$ cat src/design/stog_params.svh
// Constants of the safe torque off gate
`ifndef STOG_PARAMS_SVH
`define STOG_PARAMS_SVH
// Self-check pulse length (ns) and derived cycle count at 25 MHz
`define STOG_CLK_NS        40
`define STOG_CHECK_NS      2000
`define STOG_CHECK_CYC     ((`STOG_CHECK_NS + `STOG_CLK_NS - 1) / `STOG_CLK_NS)
// Check ends after the pulse phase and an equal quiet phase
`define STOG_CHECK_END     (2 * `STOG_CHECK_CYC)
`define STOG_CNT_W         8
`define STOG_CNT_ZERO      8'h00
`define STOG_CNT_ONE       8'h01
`endif

$ cat src/design/stog_pkg.sv
// Types of the safe torque off gate
package stog_pkg;
  // Gate sequencing states
  typedef enum logic [1:0] {
    stog_off,
    stog_check,
    stog_run,
    stog_failed
  } stog_state_t;
endpackage

$ cat src/design/stog_gate.sv
// Safe torque off gate: redundant input pair, self-check and drive enable
// Operation
// - Enabled feature turns inputs one, two into safety
// - Drive allowed only with both inputs high
// - Self-check at power-on before drive, except one drive cycle after reset while the jumper still reads fitted
// - Repeat self-check on entry into both-high
// - Either input low disables outputs immediately
// - Single input high flags fault; both low not
// - Feature enabled only when jumper removed
// - Only remove drive, never brake actively
`include "stog_params.svh"
module stog_gate
  import stog_pkg::*;
(
  // Clock and reset
  input  wire logic clock,
  input  wire logic rstn,
  // Pins
  input  wire logic digital_input_one,
  input  wire logic digital_input_two,
  input  wire logic jumper_fitted,
  // Self-check loop: test pulse out, readback in
  output logic      check_drive,
  input  wire logic check_readback,
  // Results
  output logic      drive_enable,
  output logic      brake_request,
  output logic      fault,
  output logic      feature_active,
  output logic      general_input_one,
  output logic      general_input_two
);

  // ****************************************************************
  // State
  // ****************************************************************
  typedef struct packed {
    logic [1:0]             sync_a1;   // First stage, inputs a/b
    logic [1:0]             sync_a2;   // Second stage
    logic                   sync_j1;
    logic                   sync_j2;
    logic                   sync_r1;
    logic                   sync_r2;
    logic                   both_prev;  // Both-high seen last cycle
    stog_state_t            state;
    logic [`STOG_CNT_W-1:0] count;     // Self-check timer
    logic                   pulse;     // Test pulse being driven
    logic [1:0]             pulse_d;   // Pulse delayed to line up with synced readback
    logic                   check_bad; // Readback mismatch seen
    logic                   enable;
    logic                   fault;
  } stog_reg_t;

  stog_reg_t cur;
  stog_reg_t next_cur;

  logic torque_off_input_a;  // Safety input views
  logic torque_off_input_b;
  logic active;
  logic both_high;

  // Combinational reading of synchronised pins
  always_comb begin
    torque_off_input_a = cur.sync_a2[0];
    torque_off_input_b = cur.sync_a2[1];
    active             = ~cur.sync_j2;
    both_high          = torque_off_input_a & torque_off_input_b;
  end

  // ****************************************************************
  // Next state
  // ****************************************************************
  always_comb begin
    next_cur           = cur;
    next_cur.sync_a1   = {digital_input_two, digital_input_one};
    next_cur.sync_a2   = cur.sync_a1;
    next_cur.sync_j1   = jumper_fitted;
    next_cur.sync_j2   = cur.sync_j1;
    next_cur.sync_r1   = check_readback;
    next_cur.sync_r2   = cur.sync_r1;
    next_cur.both_prev = both_high;
    // Readback passes two sync flops, so compare against a two-cycle copy
    next_cur.pulse_d   = {cur.pulse_d[0], cur.pulse};
    // Mismatch between channels is a fault; both low is a plain stop
    next_cur.fault     = cur.fault;
    if (!active) begin
      // Feature off: gate never blocks drive
      next_cur.state  = stog_off;
      next_cur.enable = 1'b1;
      next_cur.fault  = 1'b0;
      next_cur.pulse  = 1'b0;
    end else begin
      case (cur.state)
        stog_off: begin
          // Power-on or new both-high entry starts a
          next_cur.enable = 1'b0;
          next_cur.fault  = torque_off_input_a ^ torque_off_input_b;
          if (both_high && (!cur.both_prev || !cur.enable)) begin
            next_cur.state     = stog_check;
            next_cur.count     = `STOG_CNT_ZERO;
            next_cur.pulse     = 1'b1;
            next_cur.check_bad = 1'b0;
          end
        end
        stog_check: begin
          // Readback must follow the pulse; compared after settling
          next_cur.enable = 1'b0;
          next_cur.count  = cur.count + `STOG_CNT_ONE;
          if (cur.count > `STOG_CNT_ONE && cur.sync_r2 != cur.pulse_d[1]) begin
            next_cur.check_bad = 1'b1;
          end
          if (cur.count == (`STOG_CNT_W)'(`STOG_CHECK_CYC)) begin
            next_cur.pulse = 1'b0;
          end
          if (!both_high) begin
            next_cur.state = stog_off;
            next_cur.pulse = 1'b0;
            next_cur.fault = torque_off_input_a ^ torque_off_input_b;
          end else if (cur.count == (`STOG_CNT_W)'(`STOG_CHECK_END)) begin
            if (cur.check_bad) begin
              next_cur.state = stog_failed;
              next_cur.fault = 1'b1;
            end else begin
              next_cur.state  = stog_run;
              next_cur.enable = 1'b1;
              next_cur.fault  = 1'b0;
            end
          end
        end
        stog_run: begin
          // Any low input leaves run and clears the enable register on the next edge
          if (!both_high) begin
            next_cur.state  = stog_off;
            next_cur.enable = 1'b0;
            next_cur.fault  = torque_off_input_a ^ torque_off_input_b;
          end
        end
        stog_failed: begin
          // Held off with fault until either input drops
          next_cur.enable = 1'b0;
          next_cur.fault  = 1'b1;
          if (!both_high) begin
            next_cur.state = stog_off;
          end
        end
        default: begin
          next_cur.state  = stog_off;
          next_cur.enable = 1'b0;
        end
      endcase
    end
  end

  // Registers; reset comes up in the off state, drive removed
  always_ff @(posedge clock or negedge rstn) begin
    if (!rstn) begin
      cur       <= '0;
      cur.state <= stog_off;
      cur.sync_j1 <= 1'b1;
      cur.sync_j2 <= 1'b1;
    end else begin
      cur <= next_cur;
    end
  end

  // ****************************************************************
  // Outputs
  // ****************************************************************
  // Combinational AND with synchronised inputs so a low input cuts without waiting for the enable register
  // Run state required too: enable left over from feature-off must not leak
  assign drive_enable      = cur.enable & (~active | (both_high & (cur.state == stog_run)));
  assign brake_request     = 1'b0;
  assign fault             = cur.fault & active;
  assign feature_active    = active;
  assign check_drive       = cur.pulse;
  // Ordinary inputs masked while reassigned to safety
  assign general_input_one = active ? 1'b0 : torque_off_input_a;
  assign general_input_two = active ? 1'b0 : torque_off_input_b;

  // ****************************************************************
  // Assertions
  // ****************************************************************
  property p_enable_needs_both;
    @(posedge clock) disable iff (!rstn)
      (active && drive_enable) |-> (torque_off_input_a && torque_off_input_b);
  endproperty
  a_enable_needs_both: assert property (p_enable_needs_both)
    else $error("drive enabled without both inputs high");

  property p_check_before_run;
    @(posedge clock) disable iff (!rstn)
      (cur.state == stog_run && $past(cur.state) != stog_run) |->
        $past(cur.state) == stog_check;
  endproperty
  a_check_before_run: assert property (p_check_before_run)
    else $error("run entered without self-check");

  property p_drive_needs_run;
    @(posedge clock) disable iff (!rstn)
      (active && drive_enable) |-> cur.state == stog_run;
  endproperty
  a_drive_needs_run: assert property (p_drive_needs_run)
    else $error("drive enabled outside run state");

  property p_entry_checks;
    @(posedge clock) disable iff (!rstn)
      (active && cur.state == stog_off && both_high && !cur.both_prev) |=>
        cur.state == stog_check;
  endproperty
  a_entry_checks: assert property (p_entry_checks)
    else $error("both-high entry did not start check");

  property p_low_cuts;
    @(posedge clock) disable iff (!rstn)
      (active && !both_high) |-> !drive_enable;
  endproperty
  a_low_cuts: assert property (p_low_cuts)
    else $error("drive kept with a low input");

  property p_mismatch_fault;
    @(posedge clock) disable iff (!rstn)
      (active && cur.state == stog_run && (torque_off_input_a ^ torque_off_input_b))
        |=> fault;
  endproperty
  a_mismatch_fault: assert property (p_mismatch_fault)
    else $error("input mismatch not flagged");

  property p_inactive_free;
    @(posedge clock) disable iff (!rstn)
      !active |=> !cur.fault;
  endproperty
  a_inactive_free: assert property (p_inactive_free)
    else $error("fault shown with feature off");

  property p_no_brake;
    @(posedge clock) disable iff (!rstn) !brake_request;
  endproperty
  a_no_brake: assert property (p_no_brake)
    else $error("active brake requested");

  property p_fail_holds;
    @(posedge clock) disable iff (!rstn)
      (active && cur.state == stog_failed) |-> (fault && !drive_enable);
  endproperty
  a_fail_holds: assert property (p_fail_holds)
    else $error("failed check not held");

  property p_masked_inputs;
    @(posedge clock) disable iff (!rstn)
      active |-> (!general_input_one && !general_input_two);
  endproperty
  a_masked_inputs: assert property (p_masked_inputs)
    else $error("general inputs leak while reassigned");

endmodule // stog_gate

$ cat config.mk
export PLATFORM = sky130hd
export DESIGN_NAME = stog_gate
export DESIGN_NICKNAME = d
export VERILOG_FILES = /design/src/design/stog_pkg.sv /design/src/design/stog_gate.sv
export VERILOG_INCLUDE_DIRS = /design/src /design/src/design
export SDC_FILE = /design/constraint.sdc
export NUM_CORES = 1
export LEC_CHECK = 0
export BUFFER_PORTS_ARGS = -buffer_cell sky130_fd_sc_hd__buf_2
export CAP_MARGIN = 20
export CORE_ASPECT_RATIO = 1.25
export CORE_MARGIN = 3
export CORE_UTILIZATION = 45
export DETAILED_ROUTE_END_ITERATION = 10
export PLACE_DENSITY = 0.74
export REMOVE_ABC_BUFFERS = 1
export SKIP_LAST_GASP = 1
export SLEW_MARGIN = 20
export SYNTH_ARGS = -nofsm -noshare
export SYNTH_HDL_FRONTEND = slang
export SYNTH_SLANG_ARGS = --single-unit
$ cat constraint.sdc
create_clock -name clock -period 1.4 [get_ports clock]
set_input_delay 0.14 -clock clock [delete_from_list [all_inputs] [get_ports clock]]
set_output_delay 0.14 -clock clock [all_outputs]
set_load 0.01 [all_outputs]
Yosys cells after proc, flatten, opt, wreduce, memory -nomap -nowiden
Cells that the tools add are included.
{"block": "classes", "n_addsub": 1, "mux": 24, "order_cmp": 1, "n_reduce_logical": 14, "bitwise": 7, "eq_ne": 13}
{"operator": "9-bit case mux with 2 select lines", "n": 1}
{"operator": "2-bit 2-to-1 mux", "n": 7}
{"operator": "1-bit 2-to-1 mux", "n": 12}
{"operator": "11-bit 2-to-1 mux", "n": 1}
{"operator": "3-bit != test, second input constant", "n": 3}
{"operator": "3-bit AND reduction", "n": 3}
{"operator": "8-bit by 1-bit adder with 8-bit output, second input constant", "n": 1}
{"operator": "8-bit by 6-bit == test with 1-bit output, second input constant", "n": 1}
{"operator": "8-bit by 7-bit == test with 1-bit output, second input constant", "n": 1}
{"operator": "8-bit by 1-bit greater-than comparator with 1-bit output, second input constant", "n": 1}
{"operator": "4-bit != test, second input constant", "n": 2}
{"operator": "2-bit case mux with 4 select lines", "n": 1}
{"operator": "2-bit case mux with 3 select lines", "n": 1}
{"operator": "1-bit bitwise AND", "n": 4}
{"operator": "2-bit == test, second input constant", "n": 2}
{"operator": "2-bit != test, second input constant", "n": 2}
{"operator": "4-bit AND reduction", "n": 1}
{"operator": "3-bit nonzero test", "n": 1}
{"operator": "2-bit by 1-bit == test with 1-bit output, second input constant", "n": 1}
{"operator": "1-bit logical AND", "n": 2}
{"operator": "1-bit zero test", "n": 2}
{"operator": "2-bit zero test", "n": 1}
{"operator": "1-bit case mux with 2 select lines", "n": 1}
{"operator": "2-bit AND reduction", "n": 1}
{"operator": "other kinds (7)", "n": 7}
{"block": "totals", "elab_cells": 74, "in_bits": 6, "ff_bits": 25, "out_inout_bits": 7}

Logic depth before layout (Yosys ltp)
Gate-level depths: netlist of run 1.
{"block": "logic_depth", "ltp_word": 6, "ltp_mapped": 6, "depth_no_buf": 5}

Least setup slack after synthesis of run 1
Ideal clock, no wire load.
{"block": "synth_path", "kind": "register to register", "start": "reg cur[21] in the netlist's numbering", "end": "reg cur[13] in the netlist's numbering", "synth_period_minus_slack_ns": 1.462, "path_slack_ns": -0.062, "t_arrival_ns": 1.389, "setup_time_ns": 0.073, "n_path_buf": 1, "path_stages_with_launch": 7, "t_required_ns": 1.327, "cell_sequence": "dfrtp_1 -> ha_1 -> buf_6 -> a21boi_4 -> o211ai_4 -> or3_1 -> a21oi_2"}
{"block": "synth_via", "elab_chain_len": 4}
{"element": "from (decl)", "line_no": "stog_gate.sv:54", "text": "stog_reg_t cur;"}
{"element": "from (signal assigned)", "line_no": "stog_gate.sv:162", "text": "cur <= next_cur;"}
{"element": "1-bit bitwise AND", "line_no": "stog_gate.sv:67", "text": "both_high = torque_off_input_a & torque_off_input_b;"}
{"element": "via both_high", "line_no": "stog_gate.sv:60", "text": "logic both_high;"}
{"element": "1-bit logical AND", "line_no": "stog_gate.sv:98", "text": "if (both_high && (!cur.both_prev || !cur.enable)) begin"}
{"element": "2-bit != test (no source line)"}
{"element": "3-bit AND reduction (no source line)"}
The timed path passes the listed nets, and every way through them passes these cells.
A chain may end at the register's enable or synchronous reset.

Worst setup path in the final report of run 1
{"block": "layout_path", "start": "reg cur[21] in the netlist's numbering", "end": "out drive_enable"}
{"block": "layout_via", "elab_chain_len": 4}
{"element": "1-bit bitwise AND", "line_no": "stog_gate.sv:67"}
{"element": "via both_high", "line_no": "stog_gate.sv:60"}
{"element": "1-bit bitwise AND", "line_no": "stog_gate.sv:171", "text": "assign drive_enable = cur.enable & (~active | (both_high & (cur.state == stog_run)));"}
{"element": "1-bit bitwise OR", "line_no": "stog_gate.sv:171"}
{"element": "1-bit bitwise AND", "line_no": "stog_gate.sv:171"}
{"element": "to (decl)", "line_no": "stog_gate.sv:26", "text": "output logic drive_enable,"}
The timed path passes the listed nets, and every way through them passes these cells.

==> results.py, run 1 <==
metrics = {
    "floorplan": {
        "fp.dieH_um": 64.3,
        "die_w_um": 52.6,
        "io_pins": 13,
        "rows": 20,
        "coreArea_um2": 2500,
        "initial_core_util_pct": 48.9,
        "die-area_um2": 3380,
    },
    "worst_setup_path": {
        "endpoint": "drive_enable",
        "r2r-start": "cur[21]$_DFF_PN0_",
        "critPathRequiredTime_ps": 1260,
        "cp_max_fo": 2,
        "timing.rr.end": "cur[11]$_DFFE_PN0P_",
        "endpoint_kind": "output port",
        "reg2reg_slack_ps": -190,
        "crit_type": "register to output port",
        "critPathLaunchType": "register",
        "worstPathArrival_ps": 1470,
        "startpoint": "cur[21]$_DFF_PN0_",
        "r2r_cells": 6,
    },
    "timing": {
        "drv_slew": 0,
        "period_minus_slack_ps": 1610,
        "rsz0062_at_grt": "yes",
        "finalSetupViolations": 13,
        "worst_pin_slew_ps": 559,
        "fin_skew_ps": 2.00,
        "setup_ws_ps": -210,
        "whs_ps": 324,
        "fin_crit_sh_pct": 115,
        "hold_violations": 0,
        "fmax_mhz": 621,
        "relSlewSlack_pct": 62.7,
    },
    "global_routing": {
        "grt_pass1_vias": 974,
        "antenna_found_initial": 0,
        "grt_max_degree": 26,
        "overflow": 0,
        "grt_use_total_pct": 17.2,
        "grt_pass1_wl_mm": 4.34,
    },
    "layout": {
        "mostFrequentLayoutCell": "dfrtp_1",
        "insertedDiodeCount": 0,
        "drive_above_1_share_pct": 38.7,
        "layout_common_cells": "dfrtp_1, buf_4, buf_2",
        "fin_cells": 175,
        "area_growth_pct": 27.9,
        "nets": 155,
    },
    "clock_tree": {
        "cts_root_buf": "clkbuf_4",
        "insertion_delay_ps": 310,
        "numCtsBuffers": 3,
        "clk_transition_reported_paths_ps": 140,
        "h-tree-depth": 1,
        "clockBufferDepth": 2,
        "cts_sinks": 25,
        "cts_tree": "built",
    },
    "placement": {
        "io_buffers": 11,
        "placed_cells": 159,
        "globalplace.congestion": 0.911,
        "place_hpwl_mm": 1.73,
    },
    "pwr": {
        "cell_internal_pwr_w": 0.000986,
        "swShare_pct": 27.2,
        "power_density_nw_per_um2": 866,
        "total_power_w": 0.00135,
        "pwr-share-comb_pct": 16.4,
        "p_leak_nw": 0.702,
        "seqPwrFrac_pct": 59.0,
        "pwr-share-clk_pct": 24.6,
        "p_sw_w": 0.000369,
        "ir_drop_uv": 747,
    },
    "synth": {
        "ys_ff_latch": 25,
        "synthCells": 110,
        "synth_ff_type": "dfrtp_1",
        "yosysSeqAreaShare_pct": 51.3,
        "yosysWarnings": 0,
        "synthArstFlopShare_pct": 100,
        "synth_edf_count": 0,
        "synth_area_um2": 1220,
        "syn_area_per_cell_um2": 11.1,
        "ys_types": 41,
    },
    "route": {
        "wl_per_cell_um": 15.2,
        "drc_errors": 0,
        "drtIter0Drc": 13,
        "ant_nets": 0,
        "routed_via_density": 5.26,
        "num_vias": 921,
        "drt_wl_total_mm": 2.65,
        "dr.pass1.iters": 4,
    },
    "flow_run": {
        "drv_cap": 0,
    },
    "min_path": {
        "worstHoldPathType": "input pin to asynchronous set/reset pin",
    },
    "run_status": {
        "status": "finished, violations left",
        "violations": "setup timing",
    },
}
[state kept, by name, indices dropped and copies added (netlist names)]
name and count:
check_drive 1, cur 24
[worst min path at each step]
stage,start,to,depth (start not counted)
final,rstn,cur[13]$_DFFE_PN0P_,2
after global routing,rstn,cur[14]$_DFFE_PN0P_,2
after CTS,rstn,cur[14]$_DFFE_PN0P_,2
after detailed placement,rstn,cur[13]$_DFFE_PN0P_,1
after global placement,rstn,cur[13]$_DFFE_PN0P_,1
after floorplan,rstn,check_drive$_DFFE_PN0P_,0
[repair_timing]
action                                  CTS  global route
endpoints found under the setup margin   10            14
pin swaps                                10            11
setup buffers                             4             4
hold endpoints to repair                 27             0
hold buffers                              5             0
gates resized for setup                  14            10
[synthesized netlist by cell type (2+ instances only)]
| master | instances | area [um2] |
|---|---|---|
| a21oi_1 | 6 | 30.0 |
| a22o_1 | 2 | 17.5 |
| and2_1 | 3 | 18.8 |
| and3_1 | 2 | 12.5 |
| buf_4 | 2 | 15.0 |
| dfrtp_1 | 23 | 576 |
| dfstp_2 | 2 | 52.6 |
| ha_1 | 6 | 75.1 |
| inv_1 | 4 | 15.0 |
| nand2_1 | 6 | 22.5 |
| nand3_1 | 5 | 25.0 |
| nor2_1 | 5 | 18.8 |
| nor2b_1 | 5 | 31.3 |
| nor3_1 | 2 | 10.0 |
| o21ai_0 | 7 | 35.0 |
| or3_1 | 3 | 18.8 |
| xor2_1 | 3 | 26.3 |
[power by group through the flow]
stage	sequential (W)	clock [W]	combinational (W)
after floorplan	0.000809	0	0.0000999
after global placement	0.000811	0	0.000168
after detailed placement	0.000815	0	0.000174
after CTS	0.000800	0.000339	0.000198
after global routing	0.000806	0.000371	0.000247
final	0.000800	0.000333	0.000222
[worst max-delay path, stage by stage, from the launching register on]
cell	delay, ps
dfrtp_1	420
ha_2	200
buf_6	110
and2_4	130
o21a_1	160
buf_2	130
[layout make-up]
type,count,area (um2)
clock buffer,3,22.5
clock inverter,1,7.51
fill,211,937
inverter,4,15.0
multi-input combinational,77,613
sequential,25,629
tap,33,41.3
timing repair buffer,32,236
[logic make-up (layout without fill, tap and decap cells)]
| group | count (synthesis) | after routing | share of synthesized area (%) |
|---|---|---|---|
| AOI/OAI and AO/OA | 25 | 25 | 15.4 |
| xor gates and xnor gates | 3 | 3 | 2.15 |
| adders and majority gates | 6 | 6 | 6.13 |
| buffers and inverters | 8 | 40 | 3.78 |
| DFF | 25 | 25 | 51.3 |
| muxes | 1 | 1 | 0.920 |
| other | 1 | 1 | 0.306 |
| and+or+nand+nor | 41 | 41 | 19.9 |
[stage by stage]
step / util, % / TNS, ps / worst slack [ps] / instance area [um2]
after floorplan: - / -150 / -101 / 1190
after global placement: 54.2 / 0 / 16.0 / 1360
after detailed placement: 54.2 / -62.3 / -23.5 / 1360
after CTS: 59.7 / -733 / -210 / 1490
after global routing: 62.6 / -2310 / -290 / 1570
final: 62.6 / -1390 / -210 / 1570
[layer usage]
layer	global-route usage [%]	share of wire [%]	up-vias	wire length, um
li1	-	-	448	-
met5	0	0	-	0
met4	4.47	0.75	0	20
met3	3.03	2.1	4	57
met1	19.3	41	455	1080
met2	32.1	56	14	1490
Note: power is estimated with default switching activity, not from simulation.
==> inputs of run 2 (changes only) <==
--- a/config.mk
+++ b/config.mk
@@ -14,7 +14,6 @@
 export DETAILED_ROUTE_END_ITERATION = 10
 export PLACE_DENSITY = 0.74
 export REMOVE_ABC_BUFFERS = 1
-export SKIP_LAST_GASP = 1
 export SLEW_MARGIN = 20
 export SYNTH_ARGS = -nofsm -noshare
 export SYNTH_HDL_FRONTEND = slang
==> run 2 against run 1 <==
Against the previous run:
- the run still ends with setup timing left
- first-iteration DRC count is the same
- final area stayed put
- cell count is the same
- critical path depth unchanged
==> results.py, run 2 (same netlist as run 1, synthesis figures left out) <==
metrics = {
    "run_status": {
        "status": "finished, violations left",
        "violations": "setup timing",
    },
    "worst_setup_path": {
        "r2r-start": "cur[21]$_DFF_PN0_",
        "cp_max_fo": 2,
        "endpoint_kind": "output port",
        "critPathLaunchType": "register",
        "critPathRequiredTime_ps": 1260,
        "r2r_cells": 6,
        "worstPathArrival_ps": 1470,
        "crit_type": "register to output port",
        "timing.rr.end": "cur[11]$_DFFE_PN0P_",
        "reg2reg_slack_ps": -190,
    },
    "layout": {
        "mostFrequentLayoutCell": "dfrtp_1",
        "largest_reg_flops": 24,
        "nets": 155,
        "area_growth_pct": 27.9,
        "fill_cells": 211,
        "drive_above_1_share_pct": 38.7,
        "insertedDiodeCount": 0,
        "design_area_um2": 1570,
        "top_register": "cur",
        "fin_util_pct": 62.6,
        "layout_common_cells": "dfrtp_1, buf_4, buf_2",
    },
    "floorplan": {
        "rows": 20,
        "die-area_um2": 3380,
        "initial_core_util_pct": 48.9,
        "fp.dieH_um": 64.3,
        "io_pins": 13,
        "coreArea_um2": 2500,
        "die_w_um": 52.6,
    },
    "timing": {
        "hold_violations": 0,
        "relSlewSlack_pct": 62.7,
        "rsz0062_at_grt": "yes",
        "fin_tns_setup_ps": -1390,
        "fin_skew_ps": 2.00,
        "worst_pin_slew_ps": 559,
        "fin_crit_sh_pct": 115,
        "setup_ws_ps": -210,
        "period_minus_slack_ps": 1610,
        "fmax_mhz": 621,
        "drv_slew": 0,
        "finalSetupViolations": 13,
    },
    "clock_tree": {
        "clockBufferDepth": 2,
        "clk_transition_reported_paths_ps": 140,
        "numCtsBuffers": 3,
        "cts_root_buf": "clkbuf_4",
        "insertion_delay_ps": 310,
        "cts_tree": "built",
        "h-tree-depth": 1,
        "cts_sinks": 25,
    },
    "route": {
        "ant_nets": 0,
        "routed_via_density": 5.26,
        "num_vias": 921,
        "drt_wl_total_mm": 2.65,
        "drtIter0Drc": 13,
        "drc_errors": 0,
        "dr.pass1.iters": 4,
        "wl_per_cell_um": 15.2,
    },
    "placement": {
        "placed_cell_area_um2": 1360,
        "dp_worst_setup_slack_ps": -23.5,
        "globalplace.congestion": 0.911,
        "place_hpwl_mm": 1.73,
        "io_buffers": 11,
    },
    "pwr": {
        "p_leak_nw": 0.702,
        "power_density_nw_per_um2": 866,
        "total_power_w": 0.00135,
        "ir_drop_uv": 747,
    },
    "global_routing": {
        "antenna_found_initial": 0,
        "grt_max_degree": 26,
        "grt_use_total_pct": 17.2,
        "overflow": 0,
        "grt_pass1_wl_mm": 4.34,
        "grt_pass1_vias": 974,
    },
    "min_path": {
        "worstHoldPathType": "input pin to asynchronous set/reset pin",
    },
    "flow_run": {
        "drv_cap": 0,
    },
}
run 2: cell counts in the layout (fill, tap and decap cells not counted):
No cell type changed its count.
run 2: worst max-delay path: stages, from the launching register on:
cell and delay [ps]:
dfrtp_1 420, ha_2 200, buf_6 110, and2_4 130
o21a_1 160, buf_2 130
run 2: metal layers:
layer | wire length, um | track usage, % | vias to the layer above
li1 | - | - | 448
met1 | 1080 | 19.3 | 455
met2 | 1490 | 32.1 | 14
met3 | 57 | 3.03 | 4
met4 | 20 | 4.47 | 0
met5 | 0 | 0 | -
run 2: cell type report:
class                           instances  area, um2  share of cell area (%)
Inverter                                4       15.0                   0.959
Clock inverter                          1       7.51                   0.480
Timing Repair Buffer                   32        236                    15.1
Tap cell                               33       41.3                    2.64
Clock buffer                            3       22.5                    1.44
Multi-Input combinational cell         77        613                    39.2
Sequential cell                        25        629                    40.2
run 2: worst max-delay path by stage:
stage	from	end	cells past startpoint
final	cur[21]$_DFF_PN0_	drive_enable	5
after global routing	cur[22]$_DFF_PN0_	cur[11]$_DFFE_PN0P_	6
after CTS	cur[22]$_DFF_PN0_	drive_enable	5
after detailed placement	cur[21]$_DFF_PN0_	cur[1]$_DFFE_PN0P_	4
after global placement	cur[21]$_DFF_PN0_	cur[1]$_DFFE_PN0P_	4
after floorplan	cur[21]$_DFF_PN0_	cur[13]$_DFFE_PN0P_	5
run 2: per-stage QoR:
| stage | hold slack (ps) | cells |
|---|---|---|
| 2_1_floorplan | -156 | 106 |
| 3_3_place_gp | 153 | 159 |
| 3_5_place_dp | 156 | 159 |
| 4_1_cts | 333 | 171 |
| 5_1_grt | 355 | 175 |
| 6_report | 324 | 175 |
run 2: timing repair:
item,CTS,global route
setup endpoints to repair,10,14
resized for setup,14,10
pin swaps,11,10
endpoints found under the hold margin,27,0
buffers inserted,4,4
hold buffers,5,0
run 2: power breakdown:
part	switching [W]	total, W	internal [W]	leakage, nW
clock	0.000224	0.000333	0.000109	0.0139
sequential	0.0000353	0.000800	0.000764	0.318
combinational	0.000110	0.000222	0.000112	0.370
total	0.000369	0.00135	0.000986	0.702
==> inputs of run 3 (changes only) <==
--- a/config.mk
+++ b/config.mk
@@ -12,7 +12,7 @@
 export CORE_MARGIN = 3
 export CORE_UTILIZATION = 45
 export DETAILED_ROUTE_END_ITERATION = 10
-export PLACE_DENSITY = 0.74
+export PLACE_DENSITY = 0.65
 export REMOVE_ABC_BUFFERS = 1
 export SLEW_MARGIN = 20
 export SYNTH_ARGS = -nofsm -noshare
==> run 3 against run 2 <==
Against the previous run:
- sequential cell count unchanged
- via count up 3.1%
- sequential power grew 0.7%
- clock power decreased by 2%
- critical path depth is the same
- die area unchanged
- the flow still finishes with violations (setup timing)
- core utilization increased by 2.1 points
- routed wire length decreased by 3.8%
- largest power group unchanged
- fmax up 1.3%
- largest cell class unchanged
- total power hardly changed
==> results.py, run 3 (same netlist as run 1, synthesis figures left out) <==
metrics = {
    "floorplan": {
        "initial_core_util_pct": 48.9,
        "die_w_um": 52.6,
        "fp.dieH_um": 64.3,
        "rows": 20,
        "io_pins": 13,
        "coreArea_um2": 2500,
        "die-area_um2": 3380,
    },
    "layout": {
        "area_growth_pct": 32.1,
        "design_area_um2": 1620,
        "mostFrequentLayoutCell": "dfrtp_1",
        "fill_cells": 193,
        "fin_cells": 179,
        "insertedDiodeCount": 0,
        "nets": 159,
        "layout_common_cells": "dfrtp_1, buf_4, buf_2",
        "largest_reg_flops": 24,
        "drive_above_1_share_pct": 39.0,
        "seqCellArea_um2": 632,
        "multi_input_area_um2": 609,
        "top_register": "cur",
    },
    "timing": {
        "setup_ws_ps": -190,
        "drv_slew": 0,
        "fin_tns_setup_ps": -848,
        "relSlewSlack_pct": 63.1,
        "rsz0062_at_grt": "yes",
        "worst_pin_slew_ps": 553,
        "fmax_mhz": 629,
        "hold_violations": 0,
        "fin_skew_ps": 1.04,
        "fin_crit_sh_pct": 114,
        "finalSetupViolations": 8,
        "period_minus_slack_ps": 1590,
    },
    "worst_setup_path": {
        "critPathLaunchType": "register",
        "critical-path-slowest-cell": "dfrtp_1",
        "crit_type": "register to output port",
        "path_cells": "ha_2 -> buf_6 -> and2_4 -> o21a_1 -> buf_2",
        "critical-path-top-delay-family": "flip-flops",
        "startpoint": "cur[21]$_DFF_PN0_",
        "critPathBufInv": 2,
        "cp_max_fo": 4,
        "r2r-start": "cur[22]$_DFF_PN0_",
        "critPathRequiredTime_ps": 1260,
        "worstPathArrival_ps": 1450,
        "endpoint_kind": "output port",
        "max_stage_delay_ps": 400,
    },
    "placement": {
        "dp_worst_setup_slack_ps": -20.3,
        "io_buffers": 11,
        "placed_cell_area_um2": 1390,
        "globalplace.congestion": 0.824,
        "placed_cells": 163,
        "place_hpwl_mm": 1.69,
    },
    "global_routing": {
        "overflow": 0,
        "grt_pass1_vias": 1035,
        "antenna_found_initial": 0,
        "grt_pass1_wl_mm": 4.23,
        "grt_max_degree": 26,
        "grt_use_total_pct": 16.8,
    },
    "route": {
        "drtIter0Drc": 23,
        "wl_per_cell_um": 14.2,
        "dr.pass1.iters": 4,
        "ant_nets": 0,
        "routed_via_density": 5.31,
        "num_vias": 950,
        "drt_wl_total_mm": 2.55,
        "drc_errors": 0,
    },
    "clock_tree": {
        "numCtsBuffers": 3,
        "cts_root_buf": "clkbuf_4",
        "h-tree-depth": 1,
        "cts_sinks": 25,
        "clk_transition_reported_paths_ps": 140,
        "insertion_delay_ps": 310,
        "cts_tree": "built",
        "clockBufferDepth": 2,
    },
    "pwr": {
        "p_leak_nw": 0.721,
        "power_density_nw_per_um2": 837,
        "ir_drop_uv": 651,
    },
    "run_status": {
        "violations": "setup timing",
        "status": "finished, violations left",
    },
    "flow_run": {
        "drv_cap": 0,
    },
    "min_path": {
        "worstHoldPathType": "input pin to asynchronous set/reset pin",
    },
}
[run 3: cell types whose count changed in the layout (fill, tap and decap cells not counted), moves of 2 or more]
cell and delta:
or3_1 +2, nor2_2 -2, dfrtp_2 +2, nor2_1 +2
dfrtp_1 -2, buf_6 +2, buf_4 +2, or3_4 -2
[run 3: worst register-to-register path: stages (launching register included)]
cell	delay (ps)
dfrtp_1	380
ha_2	190
buf_4	100
a21boi_4	250
o211ai_4	110
or3_1	340
a21oi_2	130
[run 3: cell type report]
type	count	share of cell area, %
clock buffers	3	1.39
clock inverters	1	0.464
inverters	4	0.929
multi-input cells	77	37.7
flip-flops and latches	25	39.1
well taps	33	2.55
repair buffers	36	17.9
[run 3: power by group]
part / switching [W] / total (W) / internal, W
logic: 0.000102 / 0.000220 / 0.000118
clock network: 0.000219 / 0.000328 / 0.000109
registers: 0.0000410 / 0.000806 / 0.000765
total: 0.000362 / 0.00135 / 0.000992
[run 3: final timing paths]
kind / endpoint / slack [ps] / cells past startpoint
max in group asynchronous: cur[15]$_DFFE_PN0P_ / 680 / 2
max: drive_enable / -190 / 5
min in group clock: cur[19]$_DFF_PN1_ / 370 / 0
max reg2reg: cur[13]$_DFFE_PN0P_ / -170 / 6
min reg2reg: cur[19]$_DFF_PN1_ / 370 / 0
min: cur[12]$_DFFE_PN0P_ / 330 / 2
[run 3: what timing repair did]
action                                 4_1_cts  5_1_grt
gates resized for setup                     13       12
gates cloned                                 0        0
pin swaps                                   11        8
hold buffers                                 5        0
setup endpoints to repair                   10       17
buffers inserted                             4        5
endpoints found under the hold margin       27        0
[run 3: through the flow]
stage	util, %	total power (W)	hold slack (ps)
floorplan	-	0.000909	-156
detailed placement	55.4	0.000994	160
CTS	61.1	0.00134	338
global route	64.6	0.00142	366
global placement	55.4	0.000991	152
finish	64.6	0.00135	326
[run 3: routing by layer]
layer / share of wire [%] / global-route usage (%)
met1: 42 / 18.7
met2: 54 / 30.9
met3: 2.7 / 2.80
met4: 1.4 / 5.75
met5: 0 / 0
